### config.mk
export PLATFORM = sky130hd
export DESIGN_NAME = cff_charger_flags
export DESIGN_NICKNAME = d
export VERILOG_FILES = /design/src/hw/cff_pkg.sv /design/src/hw/cff_charger_flags.sv
export SDC_FILE = /design/constraint.sdc
export NUM_CORES = 1
export LEC_CHECK = 0
export ABC_AREA = 0
export ABC_CLOCK_PERIOD_IN_PS = 1300
export BUFFER_PORTS_ARGS = -buffer_cell sky130_fd_sc_hd__buf_2
export CAP_MARGIN = 20
export CORE_MARGIN = 8
export CORE_UTILIZATION = 45
export DETAILED_ROUTE_END_ITERATION = 16
export GPL_TIMING_DRIVEN = 1
export PLACE_DENSITY = 0.81
export SLEW_MARGIN = 20
export SYNTH_ARGS = -nofsm -noshare
export SYNTH_HDL_FRONTEND = slang
export SYNTH_SLANG_ARGS = --single-unit
### constraint.sdc
create_clock -name ref_clk -period 1.3 [get_ports ref_clk]
set_input_delay 0.26 -clock ref_clk [delete_from_list [all_inputs] [get_ports ref_clk]]
set_output_delay 0.26 -clock ref_clk [all_outputs]
set_load 0.02 [all_outputs]
### src/hw/cff_pkg.sv
// constants for the charger fault status and event flag registers
package cff_pkg;
	// register map
	localparam logic [7:0] CFF_ADDR_FAULT = 8'h0e;
	localparam logic [7:0] CFF_ADDR_FLAGS1 = 8'h0f;
	localparam logic [7:0] CFF_ADDR_FLAGS2 = 8'h10;
	localparam int CFF_ADDR_W = 8;
	localparam int CFF_DATA_W = 8;

	// fault status bit positions
	localparam int CFF_FLT_INPUT_OV = 7;
	localparam int CFF_FLT_THERMAL_SD = 6;
	localparam int CFF_FLT_BATTERY_OV = 5;
	localparam int CFF_FLT_TIMER = 4;

	// first flag register bit positions
	localparam int CFF_F1_CONV_DONE = 7;
	localparam int CFF_F1_INPUT_CURRENT = 6;
	localparam int CFF_F1_INPUT_VOLTAGE = 5;
	localparam int CFF_F1_DIE_THERMAL = 4;
	localparam int CFF_F1_WATCHDOG = 3;
	localparam int CFF_F1_CHARGE_STATE = 0;

	// second flag register bit positions
	localparam int CFF_F2_POWER_GOOD = 7;
	localparam int CFF_F2_INPUT_SOURCE = 4;
	localparam int CFF_F2_THERMISTOR = 2;
	localparam int CFF_F2_OPTIMIZER = 1;
	localparam int CFF_F2_MIN_SYSTEM = 0;

	// implemented bits; everything else reads zero
	localparam logic [7:0] CFF_FAULT_USED = 8'hf0;
	localparam logic [7:0] CFF_FLAGS1_USED = 8'hf9;
	localparam logic [7:0] CFF_FLAGS2_USED = 8'h97;

	// reset and idle values
	localparam logic [7:0] CFF_FLAGS_RESET = 8'h00;
	localparam logic [7:0] CFF_ZERO_BYTE = 8'h00;

	// field widths of the monitored status fields
	localparam int CFF_CHARGE_W = 3;
	localparam int CFF_SOURCE_W = 3;
	localparam int CFF_ZONE_W = 3;
	localparam int CFF_OPT_W = 2;

	// register select decode
	typedef enum logic [1:0] {
		CFF_SEL_NONE = 2'b00,
		CFF_SEL_FAULT = 2'b01,
		CFF_SEL_FLAGS1 = 2'b10,
		CFF_SEL_FLAGS2 = 2'b11
	} cff_sel_t;
endpackage

### src/hw/cff_charger_flags.sv
// charger fault status and latched event flag register bank
//
// Behaviour
// - fault bit 7 shows input overvoltage protection
// - fault bit 6 shows thermal shutdown
// - fault bit 5 shows battery overvoltage
// - fault bit 4 shows safety timer expired
// - reserved bits always read zero
// - flag1 bit 7 conversion done, zero continuous
// - flag1 bit 6 input current regulation rise
// - flag1 bit 5 input voltage regulation rise
// - flag1 bit 4 die thermal regulation rise
// - flag1 bit 3 watchdog expired rise
// - flag1 bit 0 charge state change
// - flag2 bit 7 power good toggle
// - flag2 bit 4 input source change
// - flag2 bit 2 thermistor zone change
// - flag2 bit 1 current optimizer change
// - flag2 bit 0 minimum system regulation change
// - flag1 resets zero, register reset clears
// - flag2 resets zero, register reset clears
// - fault bits live, untouched by resets
// - unmasked flag events pulse the interrupt
`timescale 1ns/1ps
`default_nettype none
module cff_charger_flags (
	input wire logic ref_clk, // 20 MHz device clock
	input wire logic reset, // asynchronous, active high
	input wire logic reg_reset_cmd, // register reset command pulse
	input wire logic watchdog_expired_status, // watchdog expired level
	input wire logic input_overvoltage_status, // in input overvoltage protection
	input wire logic thermal_shutdown_status, // in thermal shutdown
	input wire logic battery_overvoltage_status, // battery above threshold
	input wire logic safety_timer_expired_status, // safety timer expired
	input wire logic conversion_done, // one-shot conversion complete pulse
	input wire logic continuous_mode, // converter in continuous mode
	input wire logic input_current_regulation_active, // input current regulation
	input wire logic input_voltage_regulation_active, // input voltage regulation
	input wire logic die_thermal_regulation_active, // die thermal regulation
	input wire logic [cff_pkg::CFF_CHARGE_W-1:0] charge_state_field, // charge state
	input wire logic power_good_signal, // power good
	input wire logic [cff_pkg::CFF_SOURCE_W-1:0] input_source_field, // source detection
	input wire logic [cff_pkg::CFF_ZONE_W-1:0] thermistor_zone_field, // thermistor zone
	input wire logic [cff_pkg::CFF_OPT_W-1:0] current_optimizer_field, // optimizer state
	input wire logic minimum_system_voltage, // in minimum system regulation
	input wire logic [cff_pkg::CFF_DATA_W-1:0] mask_first, // masks for flag register 1
	input wire logic [cff_pkg::CFF_DATA_W-1:0] mask_second, // masks for flag register 2
	input wire logic bus_en, // register access strobe
	input wire logic bus_write, // access is a write
	input wire logic [cff_pkg::CFF_ADDR_W-1:0] bus_addr, // register address
	output logic [cff_pkg::CFF_DATA_W-1:0] bus_rdata, // read data
	output logic bus_rvalid, // read data valid pulse
	output logic int_pulse // one-cycle interrupt pulse
);
	import cff_pkg::*;

	logic primed;
	logic watchdog_prev;
	logic icur_prev;
	logic ivolt_prev;
	logic dtherm_prev;
	logic [CFF_CHARGE_W-1:0] charge_prev;
	logic pgood_prev;
	logic [CFF_SOURCE_W-1:0] source_prev;
	logic [CFF_ZONE_W-1:0] zone_prev;
	logic [CFF_OPT_W-1:0] opt_prev;
	logic minsys_prev;
	logic [CFF_DATA_W-1:0] flags_first;
	logic [CFF_DATA_W-1:0] flags_second;
	logic [CFF_DATA_W-1:0] event_first;
	logic [CFF_DATA_W-1:0] event_second;
	logic [CFF_DATA_W-1:0] fault_live;
	logic [CFF_DATA_W-1:0] next_flags_first;
	logic [CFF_DATA_W-1:0] next_flags_second;
	logic [CFF_DATA_W-1:0] next_rdata;
	logic read_access;
	logic clear_first;
	logic clear_second;
	cff_sel_t sel;

	// address decode, shared by read mux and read-clear
	function automatic cff_sel_t cff_decode(input logic [CFF_ADDR_W-1:0] addr);
		cff_sel_t s;
		s = CFF_SEL_NONE;
		if (addr == CFF_ADDR_FAULT) begin
			s = CFF_SEL_FAULT;
		end else if (addr == CFF_ADDR_FLAGS1) begin
			s = CFF_SEL_FLAGS1;
		end else if (addr == CFF_ADDR_FLAGS2) begin
			s = CFF_SEL_FLAGS2;
		end
		return s;
	endfunction

	// only reads act; writes fall through untouched
	assign read_access = bus_en && !bus_write;
	assign sel = cff_decode(bus_addr);
	assign clear_first = read_access && (sel == CFF_SEL_FLAGS1);
	assign clear_second = read_access && (sel == CFF_SEL_FLAGS2);

	// edge detection waits one cycle after reset so stale history raises nothing
	always_ff @(posedge ref_clk or posedge reset) begin
		if (reset) begin
			primed <= 1'b0;
		end else begin
			primed <= 1'b1;
		end
	end

	// history of monitored signals
	always_ff @(posedge ref_clk or posedge reset) begin
		if (reset) begin
			watchdog_prev <= 1'b0;
			icur_prev <= 1'b0;
			ivolt_prev <= 1'b0;
			dtherm_prev <= 1'b0;
			charge_prev <= '0;
			pgood_prev <= 1'b0;
			source_prev <= '0;
			zone_prev <= '0;
			opt_prev <= '0;
			minsys_prev <= 1'b0;
		end else begin
			watchdog_prev <= watchdog_expired_status;
			icur_prev <= input_current_regulation_active;
			ivolt_prev <= input_voltage_regulation_active;
			dtherm_prev <= die_thermal_regulation_active;
			charge_prev <= charge_state_field;
			pgood_prev <= power_good_signal;
			source_prev <= input_source_field;
			zone_prev <= thermistor_zone_field;
			opt_prev <= current_optimizer_field;
			minsys_prev <= minimum_system_voltage;
		end
	end

	// events of the first flag register
	always_comb begin
		event_first = CFF_ZERO_BYTE;
		event_first[CFF_F1_CONV_DONE] = conversion_done && !continuous_mode;
		if (primed) begin
			event_first[CFF_F1_INPUT_CURRENT] = input_current_regulation_active && !icur_prev;
			event_first[CFF_F1_INPUT_VOLTAGE] = input_voltage_regulation_active && !ivolt_prev;
			event_first[CFF_F1_DIE_THERMAL] = die_thermal_regulation_active && !dtherm_prev;
			event_first[CFF_F1_WATCHDOG] = watchdog_expired_status && !watchdog_prev;
			event_first[CFF_F1_CHARGE_STATE] = charge_state_field != charge_prev;
		end
	end

	// events of the second flag register
	always_comb begin
		event_second = CFF_ZERO_BYTE;
		if (primed) begin
			event_second[CFF_F2_POWER_GOOD] = power_good_signal != pgood_prev;
			event_second[CFF_F2_INPUT_SOURCE] = input_source_field != source_prev;
			event_second[CFF_F2_THERMISTOR] = thermistor_zone_field != zone_prev;
			event_second[CFF_F2_OPTIMIZER] = current_optimizer_field != opt_prev;
			event_second[CFF_F2_MIN_SYSTEM] = minimum_system_voltage != minsys_prev;
		end
	end

	// next flag values: a new event beats a read-clear or a register reset
	always_comb begin
		next_flags_first = flags_first;
		next_flags_second = flags_second;
		if (reg_reset_cmd || clear_first) begin
			next_flags_first = CFF_FLAGS_RESET;
		end
		if (reg_reset_cmd || clear_second) begin
			next_flags_second = CFF_FLAGS_RESET;
		end
		next_flags_first = (next_flags_first | event_first) & CFF_FLAGS1_USED;
		next_flags_second = (next_flags_second | event_second) & CFF_FLAGS2_USED;
		if (continuous_mode) begin
			next_flags_first[CFF_F1_CONV_DONE] = 1'b0;
		end
	end

	// first flag register; watchdog expiry clears like every other bit on read or register reset
	always_ff @(posedge ref_clk or posedge reset) begin
		if (reset) begin
			flags_first <= CFF_FLAGS_RESET;
		end else begin
			flags_first <= next_flags_first;
		end
	end

	// second flag register
	always_ff @(posedge ref_clk or posedge reset) begin
		if (reset) begin
			flags_second <= CFF_FLAGS_RESET;
		end else begin
			flags_second <= next_flags_second;
		end
	end

	// live fault conditions, no storage so no reset can alter them
	always_comb begin
		fault_live = CFF_ZERO_BYTE;
		fault_live[CFF_FLT_INPUT_OV] = input_overvoltage_status;
		fault_live[CFF_FLT_THERMAL_SD] = thermal_shutdown_status;
		fault_live[CFF_FLT_BATTERY_OV] = battery_overvoltage_status;
		fault_live[CFF_FLT_TIMER] = safety_timer_expired_status;
	end

	// read multiplexer; flags read as held before this cycle's clear
	always_comb begin
		next_rdata = CFF_ZERO_BYTE;
		unique case (sel)
			CFF_SEL_NONE: begin
				next_rdata = CFF_ZERO_BYTE;
			end
			CFF_SEL_FAULT: begin
				next_rdata = fault_live & CFF_FAULT_USED;
			end
			CFF_SEL_FLAGS1: begin
				next_rdata = flags_first & CFF_FLAGS1_USED;
			end
			CFF_SEL_FLAGS2: begin
				next_rdata = flags_second & CFF_FLAGS2_USED;
			end
		endcase
	end

	// registered read answer
	always_ff @(posedge ref_clk or posedge reset) begin
		if (reset) begin
			bus_rdata <= CFF_ZERO_BYTE;
			bus_rvalid <= 1'b0;
		end else begin
			bus_rvalid <= read_access;
			if (read_access) begin
				bus_rdata <= next_rdata;
			end
		end
	end

	// interrupt pulse for any event whose mask bit is zero
	always_ff @(posedge ref_clk or posedge reset) begin
		if (reset) begin
			int_pulse <= 1'b0;
		end else begin
			int_pulse <= |(event_first & ~mask_first & CFF_FLAGS1_USED) ||
				|(event_second & ~mask_second & CFF_FLAGS2_USED);
		end
	end
endmodule
`default_nettype wire

* After elaboration in Yosys (flattened, before gate mapping)
Index checks and enable logic that the tools add are counted.
** Storage, ports and cells
- Bits in registers :: 39
- Input bits :: 52
- Output and inout port bits :: 10
- Word-level logic and storage cells :: 66
** Operators by class
- Equality and inequality tests :: 12
- Mux-type cells :: 12
- Bitwise operators :: 6
- Reductions and logical operators :: 20
** Operator list (count)
- $pmux W8 S4 :: 1
- $and A8 B8 Y8 :: 2
- $eq A8 B4 Y1 const B :: 2
- $mux W8 :: 2
- $not A8 Y8 :: 2
- $or A8 B8 Y8 :: 2
- $ne A3 B3 Y1 :: 3
- $eq A8 B5 Y1 const B :: 1
- $logic_and A1 B1 Y1 :: 8
- $logic_not A1 Y1 :: 6
- $mux W2 :: 3
- $reduce_or A6 Y1 :: 1
- $reduce_or A5 Y1 :: 1
- $eq A2 B2 Y1 const B :: 2
- $mux W1 :: 4
- $mux W4 :: 1
- $logic_or A1 B1 Y1 :: 3
- $mux W3 :: 1
- $eq A2 B1 Y1 const B :: 1
- $logic_not A2 Y1 :: 1
- $ne A1 B1 Y1 :: 2
- $ne A2 B2 Y1 :: 1

* Longest topological paths before layout
Gate-level depths: netlist (run 1).
- Depth in word-level cells :: 10
- Gate-level depth with buffers :: 5
- Depth with buffers taken out :: 5

* Least setup slack after synthesis (run 1)
No wires, ideal clock.
- Path kind :: input -> register
- Start point :: input port bus_addr[0] (netlist name)
- End point :: register flags_second[1]
- Library setup time :: 0.121 ns
- Arrival :: 1.457 ns
- Required time :: 1.179 ns
- Setup slack :: -0.278 ns
- Stages :: 4
- Cell sequence :: buf_6 or4b_4 o41a_4 a22o_1
** On the way
- Cells in the longest elaborated chain, start to end :: 9
** RTL lines
- start: declaration :: RTL line cff_charger_flags.sv:50 : input wire logic [cff_pkg::CFF_ADDR_W-1:0] bus_addr,
- $eq A8 B5 Y1 :: RTL line cff_charger_flags.sv:89 : end else if (addr == CFF_ADDR_FLAGS2) begin
- $mux W2 :: RTL line cff_charger_flags.sv:89
- $mux W2 :: RTL line cff_charger_flags.sv:87 : end else if (addr == CFF_ADDR_FLAGS1) begin
- $mux W2 * :: RTL line cff_charger_flags.sv:85 : if (addr == CFF_ADDR_FAULT) begin
- $eq A2 B2 Y1 * :: RTL line cff_charger_flags.sv:99 : assign clear_second = read_access && (sel == CFF_SEL_FLAGS2);
- $logic_and A1 B1 Y1 * :: RTL line cff_charger_flags.sv:99
- $logic_or A1 B1 Y1 * :: RTL line cff_charger_flags.sv:169 : if (reg_reset_cmd || clear_second) begin
- $mux W8 * :: RTL line cff_charger_flags.sv:169
- $or A8 B8 Y8 * :: RTL line cff_charger_flags.sv:173 : next_flags_second = (next_flags_second | event_second) & CFF_FLAGS2_USED;
- net next_flags_second[1] :: RTL line cff_charger_flags.sv:74 : logic [CFF_DATA_W-1:0] next_flags_second;
- end signal: assignment :: RTL line cff_charger_flags.sv:193 : flags_second <= next_flags_second;
- end: declaration :: RTL line cff_charger_flags.sv:69 : logic [CFF_DATA_W-1:0] flags_second;
The timed path passes the listed nets; every way through them passes the cells marked *.
A chain may end at the register's enable or synchronous reset.

* Worst setup path after layout (run 1)
- Start point :: input port bus_addr[2] (netlist name)
- End point :: register flags_second[1]
The elaborated chain is that of the path after synthesis.

==> flow_metrics.tcl, run 1 <==
set metrics [dict create \
    layout-area-overhead-vs-synth_pct 31.1 \
    worst_setup_hold_path_clk_slew_ps 110 \
    vdd.ir_drop.worst_mv 0.742 \
    grt_antenna_before_repair 0 \
    p_total_uw 2320 \
    detailedRoute.firstIterationViolations 57 \
    worst_hold_path.num_cells 1 \
    grt_pass1_vias 1396 \
    die_width_um 75.7 \
    period_share_pct 98.8 \
    yosysWarningCount 0 \
    final_period_minus_worst_setup_slack_ps 1280 \
    critical_path_buf_inv_count 1 \
    endpoint "flags_second[1]" \
    total_nets_after_synthesis 188 \
    grt_setup_unrepaired "no" \
    arrival_ps 1520 \
    timing.rr.start "opt_prev[0]" \
    fin_hold_ws_ps 32.0 \
    gpl.final_weighted_congestion 0.795 \
    synth_top_area_share_pct 60.8 \
    cts_num_sinks 39 \
    path_max_fanout 5 \
    final_antenna_net_count 0 \
    number_of_flops_mapped_to_enable_cells_by_yosys 0 \
    static-leakage-power_uw 0.00105 \
    placeableCoreArea_sq_um 3390 \
    globalRouteTotalUtil_pct 14.5 \
    floorplan.io_pins 62 \
    timing.setup.tns_ps 0 \
    critical-path-max-stage-delay_ps 520 \
    path_class "in2reg" \
    worst-r2r-cell-count 4 \
    route.final.wire_length_um 3610 \
    design.die.area_sq_um 5730 \
    status "complete, no violations" \
    std_cell_rows 21 \
    power_density_nw_per_um2 1100 \
    finish.net_count 260 \
    finalMaxSlewViolations 0 \
    grt_overflow_total 0 \
    clock-skew-final_ps 7.36 \
    final-setup-viol-count 0 \
    synth_area_sq_um 1610 \
    grt_start_max_net_pins 40 \
    numPortBuffers 56 \
    synthArstFlopShare_pct 100 \
    postSynthCellCount 136 \
    ys_top_cells_by_area "dfrtp_1 61%, nand2_1 5.1%, xnor2_1 4.4%, xor2_1 2.7%, a22o_1 2.2%" \
    fmax_mhz 779 \
    n_antenna_cell 0 \
    post_drt_wl_per_cell_um 14.1 \
    number_of_stages_on_the_worst_setup_path 4 \
    remaining_drc_errors 0 \
    cells_along_the_critical_path "buf_2, or4b_4, o41a_4, a22o_1" \
    cts_tree "built" \
    ctsHtreeMaxLevel 2 \
    synthesis.area_per_instance_sq_um 11.8 \
    most_instantiated_flip_flop_cell_in_the_synthesis_netlist "dfrtp_1" \
    synth.yosys.seq_area_share_pct 60.8 \
    drive_gt1_share_pct 37.3 \
    critical_path_required_ps 1530 \
    die_height_um 75.7 \
    initial_utilization_pct 47.4 \
    critical_path.endpoint_type "flip-flop" \
    timing.hold.worst.class "in2reg" \
    ys_top_cells_by_count "39 x dfrtp_1, 22 x nand2_1, 8 x xnor2_1" \
    vias_per_cell 4.95 \
    clkLatencyLatePin_ps 340 \
    crit_path_start "bus_addr[2]" \
    timing.reg2reg.setup_slack_ps 110 \
    critPathTopFamily "compound AO/OA/AOI/OAI gates" \
    final_core_util_pct 62.1 \
    drt-pass1-iter-count 4 \
    cts-root-to-sink-buffers 2 \
    number_of_buffers_added_by_the_clock_tree_synthesis_step 5 \
    ys_seq_elements 39 \
    cp-start-kind "input port" \
    number_of_endpoints_with_negative_hold_slack_in_the_final_report 0 \
    grt_first_pass_wirelength_um 6180 \
    synthDistinctLibCells 35 \
    max-cap-violations 0 \
    cts_setup_buffers 0 \
    clock-root-buffer "clkbuf_4" \
    final_hpwl_dp_um 2990 \
    via_count 1263 \
    synthMostInstantiatedCell "dfrtp_1" \
    crit-reg2reg-capture "int_pulse" \
    synthDominantAreaCellType "dfrtp_1" \
    slowest_stage "or4b_4" \
]
==> registers in the layout, summed over array words and instances (netlist names), 2 cells and up <==
register / flops
bus_rdata: 8
flags_first: 6
flags_second: 5
charge_prev: 3
source_prev: 3
zone_prev: 3
opt_prev: 2
==> cell families (layout without fill, tap and decap cells) <==
kind of cell           count (synthesis)  after routing  share of synthesized area [%]
other                                  1              1                          0.234
flip-flops                            39             39                           60.8
AO/OA/AOI/OAI                         27             27                           13.2
multiplexers                           4              4                           2.65
XOR/XNOR                              13             13                           7.09
AND/OR/NAND/NOR                       44             44                           13.7
buffers and inverters                  8             81                           2.34
==> timing repair <==
item                                    4_1_cts  5_1_grt
hold endpoints to repair                     39        0
resized for setup                             0        1
hold buffers                                  1        0
endpoints found under the setup margin        0        1
==> power by group <==
group / internal [uW] / switching (uW)
registers: 1280 / 38.0
logic: 160 / 156
clock network: 318 / 361
total: 1760 / 555
==> cell usage in the layout, fill, tap and decap left out, types with 3 or more instances in the layout <==
cell type,synthesis,layout
a21oi_1,3,3
nand2_1,22,22
nand3b_1,3,3
clkbuf_4,0,5
nand3_1,5,5
a22o_1,4,4
nor3_1,4,4
o21ai_0,3,3
buf_4,0,10
dfrtp_1,39,39
o31ai_1,4,4
xor2_1,5,5
xnor2_1,8,8
inv_1,5,5
buf_2,0,55
==> per-stage QoR <==
stage	instances	setup WS, ps	instance area, sq um
floorplan	136	-275	1610
global placement	246	-342	2020
detailed placement	246	-361	2020
CTS	255	10.5	2100
global route	255	16.3	2100
finish	255	15.9	2100
==> how the worst min path moves through the flow <==
| stage | end | from |
|---|---|---|
| finish | icur_prev | input_current_regulation_active |
| CTS | icur_prev | input_current_regulation_active |
| global placement | bus_rdata[0] | reset |
| detailed placement | bus_rdata[0] | reset |
| floorplan | charge_prev[0] | charge_state_field[0] |
| global route | icur_prev | input_current_regulation_active |
==> worst register-to-register path: stages (launching register included) <==
cell	delay, ps
dfrtp_1	390
xnor2_1	200
a21oi_1	100
nor3_1	240
o2111ai_1	150
==> routing by layer <==
| layer | up-vias | track usage [%] | routed length (um) |
|---|---|---|---|
| met5 | - | 0 | 0 |
| met3 | 7 | 5.39 | 427 |
| met2 | 53 | 22.1 | 1540 |
| met4 | 0 | 6.40 | 57 |
| met1 | 575 | 17.7 | 1580 |
| li1 | 628 | - | - |
==> area by class of cell <==
cell class	count	area, sq um
flip-flops and latches	39	976
inverters	5	18.8
fillers	285	1280
multi-input cells	89	592
repair buffers	68	392
well taps	46	57.6
clock buffers	8	68.8
Note: power is estimated with default switching activity, not from simulation.
==> inputs of run 2 (changes only) <==
--- a/config.mk
+++ b/config.mk
@@ -9,7 +9,7 @@
 export ABC_CLOCK_PERIOD_IN_PS = 1300
 export BUFFER_PORTS_ARGS = -buffer_cell sky130_fd_sc_hd__buf_2
 export CAP_MARGIN = 20
-export CORE_MARGIN = 8
+export CORE_MARGIN = 5
 export CORE_UTILIZATION = 45
 export DETAILED_ROUTE_END_ITERATION = 16
 export GPL_TIMING_DRIVEN = 1
==> flow_metrics.tcl, run 2 (same netlist as run 1, synthesis figures left out) <==
set metrics [dict create \
    status "complete, no violations" \
    final_antenna_net_count 0 \
    cells_along_the_critical_path "buf_6, or4b_4, o41a_4, a22o_1" \
    clock-root-buffer "clkbuf_4" \
    timing.reg2reg.setup_slack_ps 130 \
    largest_register_ffs 8 \
    timing.rr.start "opt_prev[0]" \
    largestRegisters "bus_rdata: 8 flops, flags_first: 6 flops, flags_second: 5 flops" \
    remaining_drc_errors 0 \
    static-leakage-power_uw 0.00108 \
    grt_use_met3_pct 7.54 \
    finish.net_count 262 \
    post_drt_wl_per_cell_um 13.7 \
    fmax_mhz 771 \
    globalRouteTotalUtil_pct 15.3 \
    cts_tree "built" \
    final_cell_mix "55 x buf_2, 39 x dfrtp_1, 22 x nand2_1" \
    layout-area-overhead-vs-synth_pct 34.2 \
    number_of_buffers_added_by_the_clock_tree_synthesis_step 5 \
    vdd.ir_drop.worst_mv 0.882 \
    std_cell_rows 21 \
    grt_overflow_total 0 \
    critical_path.endpoint_type "flip-flop" \
    worst-r2r-cell-count 4 \
    combPwrFrac_pct 13.2 \
    cell_internal_pwr_uw 1900 \
    switching_share_pct 23.3 \
    top_register "bus_rdata" \
    grt_first_pass_wirelength_um 5880 \
    grt_start_max_net_pins 40 \
    use_met2_pct 23.4 \
    period_share_pct 99.7 \
    pwr-share-seq_pct 53.1 \
    grt_pass1_vias 1325 \
    die_height_um 69.7 \
    cp-start-kind "input port" \
    slowest_stage "or4b_4" \
    cts-root-to-sink-buffers 2 \
    cts_num_sinks 39 \
    design.die.area_sq_um 4860 \
    critical_path_buf_inv_count 1 \
    crit_path_start "bus_addr[3]" \
    n_antenna_cell 0 \
    final-setup-viol-count 0 \
    gpl.final_weighted_congestion 0.865 \
    detailedRoute.firstIterationViolations 35 \
    final_period_minus_worst_setup_slack_ps 1300 \
    global_route.usage.met1_pct 18.1 \
    critical_path_required_ps 1540 \
    worst_setup_hold_path_clk_slew_ps 110 \
    grt_antenna_before_repair 0 \
    path_max_fanout 5 \
    route.final.wire_length_um 3510 \
    switching_power_uw 580 \
    number_of_endpoints_with_negative_hold_slack_in_the_final_report 0 \
    ctsHtreeMaxLevel 2 \
    floorplan.io_pins 62 \
    placeableCoreArea_sq_um 3390 \
    max-cap-violations 0 \
    mostFrequentLayoutCell "buf_2" \
    numPortBuffers 56 \
    drive_gt1_share_pct 38.9 \
    p_total_uw 2490 \
    globalRoute.busiestLayer "met2" \
    initial_utilization_pct 47.4 \
    clkLatencyLatePin_ps 350 \
    worst_hold_path.num_cells 1 \
    critPathTopFamily "compound AO/OA/AOI/OAI gates" \
    vias_per_cell 4.98 \
    timing.hold.worst.class "in2reg" \
    power_density_nw_per_um2 1150 \
    timing.setup.tns_ps 0 \
    finalMaxSlewViolations 0 \
    post-place-cells 247 \
    number_of_stages_on_the_worst_setup_path 4 \
    drt-pass1-iter-count 4 \
    finalNonFillerCells 257 \
    arrival_ps 1540 \
    cts_setup_buffers 0 \
    via_count 1280 \
    clock_power_share_pct 33.7 \
    die_width_um 69.7 \
    min-delay-start "die_thermal_regulation_active" \
    path_class "in2reg" \
    final_hpwl_dp_um 2790 \
    critical-path-max-stage-delay_ps 540 \
    clock-skew-final_ps 9.35 \
]
## run 2: what timing repair did
item,in CTS,in global routing
hold endpoints to repair,40,0
gates resized for setup,0,3
hold buffers,2,0
endpoints found under the setup margin,0,2
## run 2: power by group through the flow
stage          Clock, uW  Combinational, uW  Sequential [uW]
6_report             839                327             1320
3_5_place_dp           0                320             1340
3_3_place_gp           0                312             1340
5_1_grt              924                367             1330
4_1_cts              871                327             1320
2_1_floorplan          0                158             1350
## run 2: final cells by class
cell class              count  area (sq um)
multi-input cells          89           607
inverters                   5          18.8
repair buffers             70           409
flip-flops and latches     39           976
clock buffers               6          51.3
fillers                   296          1230
clock inverters             2          35.0
well taps                  46          57.6
## run 2: worst reg2reg max path, cell delays in order, from the launching register on
cell       delay [ps]
dfrtp_1           410
xnor2_2           180
a21oi_1            90
nor3_1            230
o2111ai_1         140
## run 2: stage by stage
stage	hold WS, ps	utilization [%]	instance area, sq um	setup WS [ps]
finish	29.3	63.6	2150	3.65
global route	8.66	63.6	2150	-4.17
global placement	324	59.8	2030	-338
CTS	4.47	62.9	2130	11.9
floorplan	291	-	1610	-275
detailed placement	326	59.8	2030	-363
## run 2: routing by layer
| metal | share of wire (%) | vias to the layer above |
|---|---|---|
| met1 | 42 | 590 |
| li1 | - | 633 |
| met5 | 0 | - |
| met2 | 45 | 51 |
| met3 | 11 | 6 |
| met4 | 1.6 | 0 |
## run 2: final timing paths
path / endpoint
min in group asynchronous: bus_rdata[4]
worst max register to register: int_pulse
worst min-delay path: dtherm_prev
worst max-delay path: flags_second[7]
max in group asynchronous: charge_prev[2]
worst min register to register: flags_first[6]
==> inputs of run 3 (changes only) <==
--- a/config.mk
+++ b/config.mk
@@ -10,10 +10,10 @@
 export BUFFER_PORTS_ARGS = -buffer_cell sky130_fd_sc_hd__buf_2
 export CAP_MARGIN = 20
 export CORE_MARGIN = 5
-export CORE_UTILIZATION = 45
+export CORE_UTILIZATION = 47
 export DETAILED_ROUTE_END_ITERATION = 16
 export GPL_TIMING_DRIVEN = 1
-export PLACE_DENSITY = 0.81
+export PLACE_DENSITY = 0.83
 export SLEW_MARGIN = 20
 export SYNTH_ARGS = -nofsm -noshare
 export SYNTH_HDL_FRONTEND = slang
==> flow_metrics.tcl, run 3 (same netlist as run 1, synthesis figures left out) <==
set metrics [dict create \
    final_antenna_net_count 0 \
    remaining_drc_errors 0 \
    detailedRoute.firstIterationViolations 53 \
    grt_pass1_vias 1262 \
    final_period_minus_worst_setup_slack_ps 1280 \
    grt_overflow_total 0 \
    cts_setup_buffers 0 \
    status "complete, no violations" \
    gpl.final_weighted_congestion 0.790 \
    number_of_endpoints_with_negative_hold_slack_in_the_final_report 0 \
    path_class "in2reg" \
    critical_path_required_ps 1540 \
    largest_register_ffs 8 \
    finish.net_count 264 \
    placeableCoreArea_sq_um 3310 \
    max-cap-violations 0 \
    numPortBuffers 56 \
    critical_path.endpoint_type "flip-flop" \
    cts_num_sinks 39 \
    fmax_mhz 781 \
    timing.rr.start "primed" \
    number_of_buffers_added_by_the_clock_tree_synthesis_step 5 \
    drt-pass1-iter-count 4 \
    cts-root-to-sink-buffers 2 \
    path_max_fanout 5 \
    die_height_um 68.4 \
    post-route-worst-setup-slack_ps 19.8 \
    area_taken_by_flip_flops_and_latches_sq_um 976 \
    initial_utilization_pct 48.5 \
    globalRouteTotalUtil_pct 16.7 \
    die_width_um 68.4 \
    timing.hold.worst.class "in2reg" \
    power_density_nw_per_um2 1060 \
    clock-skew-final_ps 24.1 \
    grt_setup_unrepaired "yes" \
    finalMaxSlewViolations 0 \
    multiInputGateArea_sq_um 592 \
    cts_tree "built" \
    n_antenna_cell 0 \
    grt_start_max_net_pins 40 \
    fin_hold_ws_ps 22.1 \
    clock-root-buffer "clkbuf_4" \
    static-leakage-power_uw 0.00105 \
    final_cell_mix "55 x buf_2, 39 x dfrtp_1, 22 x nand2_1" \
    slowest_stage "or4b_4" \
    critical-path-max-stage-delay_ps 540 \
    drive_gt1_share_pct 38.0 \
    largestRegisters "bus_rdata: 8 flops, flags_first: 6 flops, flags_second: 5 flops" \
    grt_first_pass_wirelength_um 5580 \
    design.die.area_sq_um 4680 \
    post-place-cells 248 \
    post_drt_wl_per_cell_um 13.5 \
    period_share_pct 98.5 \
    vias_per_cell 4.82 \
    floorplan.io_pins 62 \
    min-delay-start "input_voltage_regulation_active" \
    post-place-ws_ps -367 \
    std_cell_rows 21 \
    mostFrequentLayoutCell "buf_2" \
    layout-area-overhead-vs-synth_pct 32.6 \
    worst_setup_hold_path_clk_slew_ps 110 \
    finalNonFillerCells 259 \
    grt_antenna_before_repair 0 \
    ctsHtreeMaxLevel 2 \
    final-setup-viol-count 0 \
    clkLatencyLatePin_ps 370 \
    timing.setup.tns_ps 0 \
    cp-start-kind "input port" \
    via_count 1248 \
    cells_along_the_critical_path "buf_6, or4b_4, o41a_4, a22o_1" \
    p_total_uw 2260 \
    vdd.ir_drop.worst_mv 0.804 \
    fillers 299 \
    crit_path_start "bus_addr[3]" \
    top_register "bus_rdata" \
    final_hpwl_dp_um 2750 \
    arrival_ps 1520 \
    route.final.wire_length_um 3500 \
]
run 3: path summary, 6_finish.rpt:
check                      slack (ps)  cells past startpoint               to
setup / recovery                   20                      4  flags_second[2]
hold / removal                     20                      1       ivolt_prev
setup reg to reg                  150                      4        int_pulse
hold reg to reg                   470                      1   flags_first[6]
max in group asynchronous         630                      4   flags_first[0]
min in group asynchronous         470                      4  flags_second[7]
run 3: final cells by class:
cell class,count,area share (%)
multi-input combinational,89,27.8
inverter,5,0.882
timing repair buffer,72,20.0
clock buffer,5,1.76
clock inverter,3,0.941
tap,46,2.70
sequential,39,45.9
run 3: per-layer routing:
layer | vias up | global-route usage, % | part of all wire (%)
met5 | - | 0 | 0
met4 | 0 | 7.44 | 2.5
met3 | 7 | 5.09 | 8.5
met2 | 47 | 26.3 | 45
met1 | 557 | 20.9 | 44
li1 | 637 | - | -
run 3: per-stage QoR:
step	area [sq um]	util (%)
3_3_place_gp	2030	61.5
3_5_place_dp	2030	61.5
4_1_cts	2120	64.1
5_1_grt	2130	64.3
2_1_floorplan	1610	-
6_report	2130	64.3
run 3: report_power, final:
part / total (uW) / switching, uW / leakage [uW] / internal, uW
combinational: 325 / 157 / 0.000550 / 168
sequential: 1320 / 37.4 / 0.000476 / 1280
clock: 618 / 411 / 0.0000272 / 206
total: 2260 / 605 / 0.00105 / 1660
run 3: what timing repair did:
item / CTS / global route
endpoints found under the hold margin: 41 / 0
hold buffers: 3 / 0
setup endpoints to repair: 0 / 2
gates resized for setup: 0 / 1
run 3: worst max-delay path: cells and delay by family:
family,cells,cell delay (ps)
AO/OA/AOI/OAI,2,630
AND/OR/NAND/NOR,1,540
buffers and inverters,1,90
